===== config.mk =====
export PLATFORM = sky130hd
export DESIGN_NAME = request_accept
export DESIGN_NICKNAME = d
export VERILOG_FILES = /design/src/request_accept_pkg.sv /design/src/request_accept.sv
export SDC_FILE = /design/constraint.sdc
export NUM_CORES = 1
export LEC_CHECK = 0
export BUFFER_PORTS_ARGS = -buffer_cell sky130_fd_sc_hd__buf_2
export CAP_MARGIN = 20
export CORE_ASPECT_RATIO = 1.75
export CORE_MARGIN = 4
export CORE_UTILIZATION = 50
export CTS_CLUSTER_DIAMETER = 50
export DETAILED_ROUTE_END_ITERATION = 6
export GPL_ROUTABILITY_DRIVEN = 0
export PLACE_DENSITY = 0.7
export SYNTH_ARGS = -nofsm -noshare
export SYNTH_HDL_FRONTEND = slang
export SYNTH_SLANG_ARGS = --single-unit

===== constraint.sdc =====
create_clock -name ref_clk -period 7.5 [get_ports ref_clk]
set_clock_uncertainty 0.2 [all_clocks]
set_input_delay 1.5 -clock ref_clk [delete_from_list [all_inputs] [get_ports ref_clk]]
set_output_delay 1.5 -clock ref_clk [all_outputs]
set_load 0.005 [all_outputs]

===== src/request_accept_pkg.sv =====
// Shared constants, register map and carrier types of the request status and acceptance block.
package request_accept_pkg;

    // Register port geometry.
    localparam int ADDR_W = 4;
    localparam int DATA_W = 32;

    // Register offsets, one word each.
    localparam logic [3:0] OFF_STATUS_A = 4'h0;
    localparam logic [3:0] OFF_STATUS_B = 4'h1;
    localparam logic [3:0] OFF_PRIORITY = 4'h2;
    localparam logic [3:0] OFF_STATUS_WORD = 4'h3;
    localparam logic [3:0] OFF_SAVED_STATUS = 4'h4;
    localparam logic [3:0] OFF_SAVED_PC = 4'h5;
    localparam logic [3:0] OFF_VECTOR_BASE = 4'h6;
    localparam logic [3:0] OFF_EVENT_CODE = 4'h7;
    localparam logic [3:0] OFF_EVENT_CODE_ALT = 4'h8;
    localparam logic [3:0] OFF_EVT_STATUS = 4'h9;
    localparam logic [3:0] OFF_EVT_ENABLE = 4'ha;
    localparam logic [3:0] OFF_EVT_CLEAR = 4'hb;

    // Reset values of the software-visible registers.
    localparam logic [7:0] RST_REQUEST_STATUS = 8'h00;
    localparam logic [15:0] RST_PRIORITY = 16'h0000;
    localparam logic [31:0] RST_STATUS_WORD = 32'h700000f0;
    localparam logic [31:0] RST_WORD = 32'h00000000;
    localparam logic [1:0] RST_EVT = 2'h0;

    // Field positions inside the status word.
    localparam int SW_PRIV_BIT = 30;
    localparam int SW_BANK_BIT = 29;
    localparam int SW_HOLD_BIT = 28;
    localparam int SW_MASK_LSB = 4;
    localparam int LEVEL_W = 4;

    // Source numbering: index 0 is the highest fixed default order.
    localparam int NUM_SOURCES = 13;
    localparam int SRC_IDX_W = 4;
    localparam int UNIT_SPAN = 4;
    localparam logic [2:0] STATUS_B_RESERVED = 3'h0;

    // Handler offset and event code layout.
    localparam logic [31:0] HANDLER_OFFSET = 32'h00000600;
    localparam logic [11:0] EVENT_CODE_BASE = 12'h400;
    localparam int EVENT_CODE_W = 12;

    // Block event bits.
    localparam int EVT_TAKEN_BIT = 0;
    localparam int EVT_NOTIFY_BIT = 1;

    // Redirect handed to the instruction fetch when an interrupt is taken.
    typedef struct packed {
        logic valid;
        logic [31:0] target;
    } branch_t;

endpackage


===== src/request_accept.sv =====
// Request status registers, priority selection and interrupt acceptance sequencing.
`timescale 1ns/1ps

// Overview of operation
// RULE_01 - Status A: infrared and DMA end flags
// RULE_02 - Status registers clear on reset only; the code also clears each flag one edge after its request line drops
// RULE_03 - Status B: conversion end, FIFO serial flags
// RULE_04 - Status B bits 7..5 read zero
// RULE_05 - Highest programmed level wins, others stay pending
// RULE_06 - Ties resolved by fixed default order
// RULE_07 - Accept only when level exceeds mask
// RULE_08 - Acceptance drives request-out pin low
// RULE_09 - Pin low until cleared or masked
// RULE_10 - Synchronous notify, take at instruction boundary
// RULE_11 - Load source code into both event registers
// RULE_12 - Save status word and program counter
// RULE_13 - Set hold, privilege and bank flags
// RULE_14 - Branch to vector base plus offset
// RULE_15 - Mask level unchanged by acceptance
// RULE_16 - Handler clears flag, reads back, waits
// RULE_17 - Nesting after hold cleared and mask raised
// RULE_18 - Hold flag defers interrupt taking
// RULE_19 - Status bits live, writes ignored
module request_accept
    import request_accept_pkg::*;
#(
    parameter int SOURCES = NUM_SOURCES
) (
    input wire logic ref_clk, // Peripheral clock, 25 MHz.
    input wire logic nrst, // Asynchronous active-low reset.
    input wire logic [ADDR_W-1:0] reg_addr, // Register address.
    input wire logic [DATA_W-1:0] reg_wdata, // Register write data.
    input wire logic reg_write, // Write strobe, one cycle.
    input wire logic reg_read, // Read strobe, one cycle.
    output logic [DATA_W-1:0] reg_rdata, // Read data, valid the cycle after the strobe.
    input wire logic [3:0] dma_end_req, // DMA channel 3..0 end requests.
    input wire logic [3:0] infrared_req, // Infrared transmit, break, receive, error.
    input wire logic [3:0] fifo_serial_req, // FIFO serial transmit, break, receive, error.
    input wire logic conversion_end_req, // A/D conversion end request.
    input wire logic instr_boundary, // CPU sits between two instructions.
    input wire logic [31:0] cpu_pc, // Program counter of the next instruction.
    output logic cpu_notify, // Accepted request signalled to the CPU.
    output branch_t cpu_branch, // One-cycle redirect to the handler.
    output logic request_out_pin_n, // External request-out pin, low while accepted.
    output logic irq // Level interrupt from the block event bits.
);

    // Reset synchroniser; the first stage is read only by the second.
    logic rst_meta_n; // First synchroniser stage.
    logic rst_n; // Released reset used by the design.

    // Sampled request lines as seen through the status registers.
    logic [7:0] peripheral_request_status_a; // Infrared and DMA end flags.
    logic [4:0] status_b_live; // Conversion end and FIFO serial flags.
    logic [7:0] peripheral_request_status_b; // Full register view with reserved bits.
    logic [SOURCES-1:0] src_pending; // Flattened pending vector in default order.

    // Software programmed state.
    logic [15:0] priority_level_registers; // Per-unit levels: DMA, infrared, FIFO serial, converter.
    logic [31:0] cpu_status_word; // Status word with mask and flags.
    logic [31:0] saved_status_word; // Copy of the status word at acceptance.
    logic [31:0] saved_program_counter; // Copy of the program counter at acceptance.
    logic [31:0] vector_base; // Base of the handler vector.
    logic [EVENT_CODE_W-1:0] event_code_register; // Code of the last accepted source.
    logic [EVENT_CODE_W-1:0] event_code_register_alt; // Second copy of the code.
    logic [1:0] evt_status; // Sticky block events.
    logic [1:0] evt_enable; // Enables for the block events.

    // Selection results.
    logic [LEVEL_W-1:0] src_level [SOURCES]; // Programmed level of each source.
    logic sel_valid; // Some source has a nonzero level pending.
    logic [LEVEL_W-1:0] sel_level; // Level of the winner.
    logic [SRC_IDX_W-1:0] sel_index; // Index of the winner.

    // Decode and sequencing wires.
    wire [LEVEL_W-1:0] mask_level = cpu_status_word[SW_MASK_LSB +: LEVEL_W];
    wire exception_hold_flag = cpu_status_word[SW_HOLD_BIT];
    wire accept_now = sel_valid && (sel_level > mask_level);
    wire take_now = cpu_notify && accept_now && instr_boundary && !exception_hold_flag;
    wire notify_rise = accept_now && !cpu_notify;
    wire [EVENT_CODE_W-1:0] sel_code = EVENT_CODE_BASE + {3'h0, sel_index, 5'h00};
    wire [31:0] handler_target = vector_base + HANDLER_OFFSET;
    wire wr_priority = reg_write && (reg_addr == OFF_PRIORITY);
    wire wr_status_word = reg_write && (reg_addr == OFF_STATUS_WORD);
    wire wr_vector_base = reg_write && (reg_addr == OFF_VECTOR_BASE);
    wire wr_evt_enable = reg_write && (reg_addr == OFF_EVT_ENABLE);
    wire wr_evt_clear = reg_write && (reg_addr == OFF_EVT_CLEAR);
    wire [1:0] evt_set = {notify_rise, take_now};
    wire [1:0] evt_clear = wr_evt_clear ? reg_wdata[1:0] : 2'h0;
    logic [DATA_W-1:0] next_rdata; // Read mux output, registered into reg_rdata.

    // The reset is released through two flops so all logic leaves reset on one edge.
    always_ff @(posedge ref_clk or negedge nrst) begin
        if (!nrst) begin
            rst_meta_n <= 1'b0;
            rst_n <= 1'b0;
        end else begin
            rst_meta_n <= 1'b1;
            rst_n <= rst_meta_n;
        end
    end

    // The request lines come from on-chip peripherals on this clock, so they are sampled
    // once without a synchroniser; the flag follows its line and is never written.
    always_ff @(posedge ref_clk or negedge rst_n) begin
        if (!rst_n) begin
            peripheral_request_status_a <= RST_REQUEST_STATUS; // RULE_02
            status_b_live <= RST_REQUEST_STATUS[4:0]; // RULE_02
        end else begin
            peripheral_request_status_a <= {infrared_req, dma_end_req}; // RULE_01 RULE_19
            status_b_live <= {conversion_end_req, fifo_serial_req}; // RULE_03 RULE_19
        end
    end

    // The reserved top bits are hard zero whatever software wrote.
    assign peripheral_request_status_b = {STATUS_B_RESERVED, status_b_live}; // RULE_04

    // Flatten in default order: DMA 0..3, infrared error, receive, break, transmit,
    // FIFO serial error, receive, break, transmit, then the converter.
    assign src_pending = {status_b_live, peripheral_request_status_a};

    // Each group of four sources shares one level field of the priority register.
    generate
        for (genvar g = 0; g < SOURCES; g++) begin : g_level
            localparam int UNIT = g / UNIT_SPAN;
            assign src_level[g] = priority_level_registers[UNIT*LEVEL_W +: LEVEL_W]; // RULE_05
        end
    endgenerate

    // Walk the sources from the highest default order down. A later source replaces the
    // winner only with a strictly higher level, so ties keep the earlier one. Losers are
    // not touched: their lines stay asserted and they remain pending.
    always_comb begin
        sel_valid = 1'b0;
        sel_level = '0;
        sel_index = '0;
        for (int i = 0; i < SOURCES; i++) begin
            if (src_pending[i] && (src_level[i] != '0)) begin
                if (!sel_valid || (src_level[i] > sel_level)) begin // RULE_05 RULE_06
                    sel_valid = 1'b1;
                    sel_level = src_level[i];
                    sel_index = SRC_IDX_W'(i);
                end
            end
        end
    end

    // Notify the CPU and drive the pin on the clock edge after the comparison holds. The
    // pin ignores the hold flag on purpose, so an external agent sees the request even
    // while the CPU is busy in a handler; it rises once the source drops or gets masked.
    always_ff @(posedge ref_clk or negedge rst_n) begin
        if (!rst_n) begin
            cpu_notify <= 1'b0;
            request_out_pin_n <= 1'b1;
        end else begin
            cpu_notify <= accept_now; // RULE_07 RULE_10
            request_out_pin_n <= !accept_now; // RULE_08 RULE_09
        end
    end

    // Programmable priority levels and vector base.
    always_ff @(posedge ref_clk or negedge rst_n) begin
        if (!rst_n) begin
            priority_level_registers <= RST_PRIORITY;
            vector_base <= RST_WORD;
        end else begin
            if (wr_priority) begin
                priority_level_registers <= reg_wdata[15:0];
            end
            if (wr_vector_base) begin
                vector_base <= reg_wdata;
            end
        end
    end

    // Status word. Taking an interrupt wins over a software write in the same cycle,
    // because losing the hold flag there would let a second request in behind the first.
    // Only the hold, privilege and bank flags change; the mask is left alone, so the
    // handler must raise it itself before clearing the hold flag to nest.
    always_ff @(posedge ref_clk or negedge rst_n) begin
        if (!rst_n) begin
            cpu_status_word <= RST_STATUS_WORD;
        end else if (take_now) begin
            cpu_status_word[SW_HOLD_BIT] <= 1'b1; // RULE_13
            cpu_status_word[SW_PRIV_BIT] <= 1'b1; // RULE_13
            cpu_status_word[SW_BANK_BIT] <= 1'b1; // RULE_13 RULE_15
        end else if (wr_status_word) begin
            cpu_status_word <= reg_wdata; // RULE_17
        end
    end

    // Context saved at the moment of taking; software may reload both for nesting.
    always_ff @(posedge ref_clk or negedge rst_n) begin
        if (!rst_n) begin
            saved_status_word <= RST_WORD;
            saved_program_counter <= RST_WORD;
        end else if (take_now) begin
            saved_status_word <= cpu_status_word; // RULE_12
            saved_program_counter <= cpu_pc; // RULE_12
        end else if (reg_write && (reg_addr == OFF_SAVED_STATUS)) begin
            saved_status_word <= reg_wdata;
        end else if (reg_write && (reg_addr == OFF_SAVED_PC)) begin
            saved_program_counter <= reg_wdata;
        end
    end

    // Both event code registers receive the same code, spaced so it is a branch offset.
    always_ff @(posedge ref_clk or negedge rst_n) begin
        if (!rst_n) begin
            event_code_register <= '0;
            event_code_register_alt <= '0;
        end else if (take_now) begin
            event_code_register <= sel_code; // RULE_11
            event_code_register_alt <= sel_code; // RULE_11
        end
    end

    // Redirect pulse for one cycle; the fetch unit treats it as an immediate jump with
    // no delay slot. Taking waits for a boundary and for the hold flag to be clear.
    always_ff @(posedge ref_clk or negedge rst_n) begin
        if (!rst_n) begin
            cpu_branch <= '0;
        end else begin
            cpu_branch.valid <= take_now; // RULE_10 RULE_18
            cpu_branch.target <= take_now ? handler_target : cpu_branch.target; // RULE_14
        end
    end

    // Sticky block events: a set in the same cycle as its clear survives.
    always_ff @(posedge ref_clk or negedge rst_n) begin
        if (!rst_n) begin
            evt_status <= RST_EVT;
            evt_enable <= RST_EVT;
        end else begin
            evt_status <= (evt_status & ~evt_clear) | evt_set;
            if (wr_evt_enable) begin
                evt_enable <= reg_wdata[1:0];
            end
        end
    end

    // Interrupt output stays high while any enabled event is pending.
    assign irq = |(evt_status & evt_enable);

    // Read mux. The status registers are the handler's read-back point after it clears
    // a source: the flag follows the line one cycle late, which is why the handler must
    // still wait the decision interval before dropping the hold flag.
    always_comb begin
        next_rdata = '0;
        case (reg_addr)
            OFF_STATUS_A: begin
                next_rdata[7:0] = peripheral_request_status_a; // RULE_16
            end
            OFF_STATUS_B: begin
                next_rdata[7:0] = peripheral_request_status_b; // RULE_04
            end
            OFF_PRIORITY: begin
                next_rdata[15:0] = priority_level_registers;
            end
            OFF_STATUS_WORD: begin
                next_rdata = cpu_status_word;
            end
            OFF_SAVED_STATUS: begin
                next_rdata = saved_status_word;
            end
            OFF_SAVED_PC: begin
                next_rdata = saved_program_counter;
            end
            OFF_VECTOR_BASE: begin
                next_rdata = vector_base;
            end
            OFF_EVENT_CODE: begin
                next_rdata[EVENT_CODE_W-1:0] = event_code_register;
            end
            OFF_EVENT_CODE_ALT: begin
                next_rdata[EVENT_CODE_W-1:0] = event_code_register_alt;
            end
            OFF_EVT_STATUS: begin
                next_rdata[1:0] = evt_status;
            end
            OFF_EVT_ENABLE: begin
                next_rdata[1:0] = evt_enable;
            end
            default: begin
                next_rdata = '0; // Unmapped and write-only offsets read zero.
            end
        endcase
    end

    // Read data is registered and stands only in the cycle after the strobe.
    always_ff @(posedge ref_clk or negedge rst_n) begin
        if (!rst_n) begin
            reg_rdata <= '0;
        end else if (reg_read) begin
            reg_rdata <= next_rdata;
        end else begin
            reg_rdata <= '0;
        end
    end

endmodule


==> impl_metrics.toml <==
[sta]
drv_slew = 0
tightest_slew_ns = 1.05
finalHoldViolCount = 0
fin_crit_sh_pct = 220
finalSetupViolCount = 138
finalCriticalPeriod_ns = 16.50
fmax_ghz = 0.0606
setup_slack_ns = -9.00
rsz0062_at_grt = "true"
max_slew_margin_pct = 29.5

[layout]
final_cell_mix = "226 x dfrtp_1, 177 x buf_4, 153 x buf_2, 128 x nand2_1, 84 x mux2_2"
final_common_cell = "dfrtp_1"
nNetsFinal = 1716
drive_gt1_share_pct = 50.0
final_area_um2 = 18300
syn_to_final_growth_pct = 47.0
fillCellCount = 1570

[worst_setup_path]
worstPathMaxFanout = 6
setup.worst_path.start = "peripheral_request_status_a[0]"
worst_ep_arrival_time_ns = 16.72
worst_setup_path_end_kind = "flip-flop"
cpMaxStageDelayCell = "or4_4"
critPathRequiredTime_ns = 7.71
start_kind = "flip-flop"
timing.rr.end = "cpu_status_word[17]"
cpMostUsedCell = "ha_4"
timing.rr.start = "peripheral_request_status_a[0]"
critPathMaxStageDelay_ns = 0.56
criticalPathCategory = "reg2reg"
r2r_cells = 89
r2r_slack_ns = -9.00

[synth]
ys_warn_count = 0
synthArstFlopShare_pct = 100
synth_edf_count = 0
synth.area.top_cells = "dfrtp_1 46%, mux2_2 8.3%, nand2_1 6.3%"
avgSynthCellArea_um2 = 10.1
netlist.area_leader.share_pct = 45.6
syn_nets = 1366
yosysTopAreaCell = "dfrtp_1"
synth_ff_type = "dfrtp_1"
syn_inst = 1239
ys_seq_elements = 235
syn_area_um2 = 12500
ys_seq_area_share_pct = 47.3
synth_cell_types = 82

[detailed_routing]
final_antenna_net_count = 0
drc = 2
routedWlPerCell_um = 24.6
viasPerCell = 6.34
dr_total_vias = 12200
drtIter0Drc = 984
finalWirelength_um = 47300
drtPass1Iterations = 7

[power]
power_density_nw_per_um2 = 477
vdd_ir_drop_max_mv = 0.308
p_total_mw = 8.74
p_leak_nw = 8.67

[floorplan]
fp-row-count = 76
initial_core_util_pct = 50.6
core_area_um2 = 24600
die_area_um2 = 27600
fp.dieH_um = 217
ios = 154
die_x_um = 127

[global_route]
grt_usage_pct = 32.0
grt_remaining_overflow = 0
antenna_found_initial = 4
grt_pass1_wl_um = 69100
grt_max_degree = 78
grt_pass1_vias = 12700

[place]
postPlaceCellArea_um2 = 14900
hpwl_um = 28500
pre_cts_ws_ns = -8.97
io_buffers = 153

[clock_network]
cts_tree = "yes"
clock_latency_ns = 0.56
path_clk_slew_ns = 0.06
ctsHtreeMaxLevel = 1
cts_num_sinks = 235
cts_inserted_buffers = 25
root_buffer = "clkbuf_16"
max-clock-path-buffers = 3

[worst_hold_path]
min_path_cells = 0
worstHoldPathType = "reg2reg"
whs_endpoint = "rst_n"
hold_start = "rst_meta_n"

[run_status]
violations = "design-rule violations, negative setup slack"
status = "finished, violations left"

[run]
maxCapViolations = 0
layout make-up:
class | count | area, um^2 | area share [%]
diodes | 2 | 5.00 | 0.0273
clock buffers | 33 | 716 | 3.91
clock inverters | 12 | 196 | 1.07
inverters | 32 | 138 | 0.751
multi-input cells | 899 | 7560 | 41.3
flip-flops and latches | 235 | 5890 | 32.2
well taps | 312 | 390 | 2.13
repair buffers | 395 | 3400 | 18.5
repair inverters | 1 | 16.3 | 0.0888
Yosys cell counts (4+ instances only):
master and instances:
nor3_1 8, inv_1 29, nand2b_1 9, nand4_1 7, a21oi_1 47, clkbuf_1 57
or3_1 5, a22oi_1 61, a41oi_1 5, buf_1 10, nor2b_1 11, o211ai_1 4
a31oi_1 46, a222oi_1 13, or4_1 4, and3_1 11, xnor2_1 9, dfstp_2 8
dfrtp_1 227, o21ai_0 77, nand2_1 210, mux2_4 4, mux2i_1 39, nor2_1 73
mux2_2 92, ha_1 41, o31a_1 5, xor2_1 15, o2111a_1 4, nand3_1 24
o22ai_1 4
metrics by stage:
| step | util [%] | hold slack, ns | TNS (ns) | instances |
|---|---|---|---|---|
| after global routing | 74.4 | 0.168 | -1321.65 | 1921 |
| after CTS | 71.1 | 0.156 | -1158.83 | 1906 |
| final | 74.4 | 0.152 | -1225.16 | 1921 |
| after floorplan | - | 0.131 | -1192.04 | 1239 |
| after detailed placement | 60.5 | 0.143 | -1217.74 | 1792 |
| after global placement | 60.4 | 0.137 | -1150.28 | 1791 |
kinds of logic (layout without fill, tap and decap cells):
| logic type | after synthesis | after routing | share of synthesized area [%] |
|---|---|---|---|
| AOI/OAI and AO/OA | 317 | 317 | 18.1 |
| xor gates and xnor gates | 24 | 24 | 1.69 |
| adders and majority gates | 42 | 42 | 4.20 |
| buffers and inverters | 105 | 473 | 3.34 |
| DFF | 235 | 235 | 47.3 |
| muxes | 138 | 138 | 12.2 |
| other | 1 | 3 | 0.0301 |
| and+or+nand+nor | 377 | 377 | 13.2 |
state kept, by name, indices dropped and copies added (netlist names), 2 cells and up:
name / cells
evt_status: 2
evt_enable: 2
saved_program_counter: 32
status_b_live: 5
cpu_branch: 33
peripheral_request_status_a: 8
vector_base: 32
cpu_status_word: 32
priority_level_registers: 16
reg_rdata: 32
event_code_register_alt: 5
saved_status_word: 32
worst max-delay path: cells and delay by family (launching register included):
kind	cells	cell delay [ns]
multiplexers	8	2.32
AO/OA/AOI/OAI	35	5.65
AND/OR/NAND/NOR	29	4.80
adder cells (fa/ha/maj)	10	2.26
buffers and inverters	7	0.70
flip-flops	1	0.38
worst max-delay path by stage:
stage / cells after the start / endpoint / slack (ns)
global placement: 84 / cpu_status_word[9] / -8.47
finish: 89 / cpu_status_word[17] / -9.00
global route: 94 / saved_program_counter[9] / -9.70
floorplan: 90 / cpu_status_word[19] / -8.86
detailed placement: 85 / cpu_status_word[3] / -8.97
CTS: 88 / saved_program_counter[22] / -8.50
report_power, final:
| part | internal, mW | switching [mW] | leakage (nW) |
|---|---|---|---|
| Sequential | 1.70 | 0.428 | 2.91 |
| Combinational | 2.75 | 2.47 | 5.31 |
| Clock | 0.821 | 0.561 | 0.451 |
routing by layer:
layer / track usage, % / wire length (um) / share of wire, %
met1: 32.8 / 15100 / 32
met2: 57.3 / 24700 / 52
met3: 4.32 / 3100 / 6.5
met4: 25.3 / 4480 / 9.5
met5: 0 / 22 / 0.046
timing repair:
item | CTS | global route
endpoints found under the setup margin | 138 | 138
resized for setup | 229 | 180
hold buffers | 0 | 0
buffers inserted | 53 | 19
pin swaps | 89 | 102
gates cloned | 23 | 6
Power figures use the tool's default switching activity.
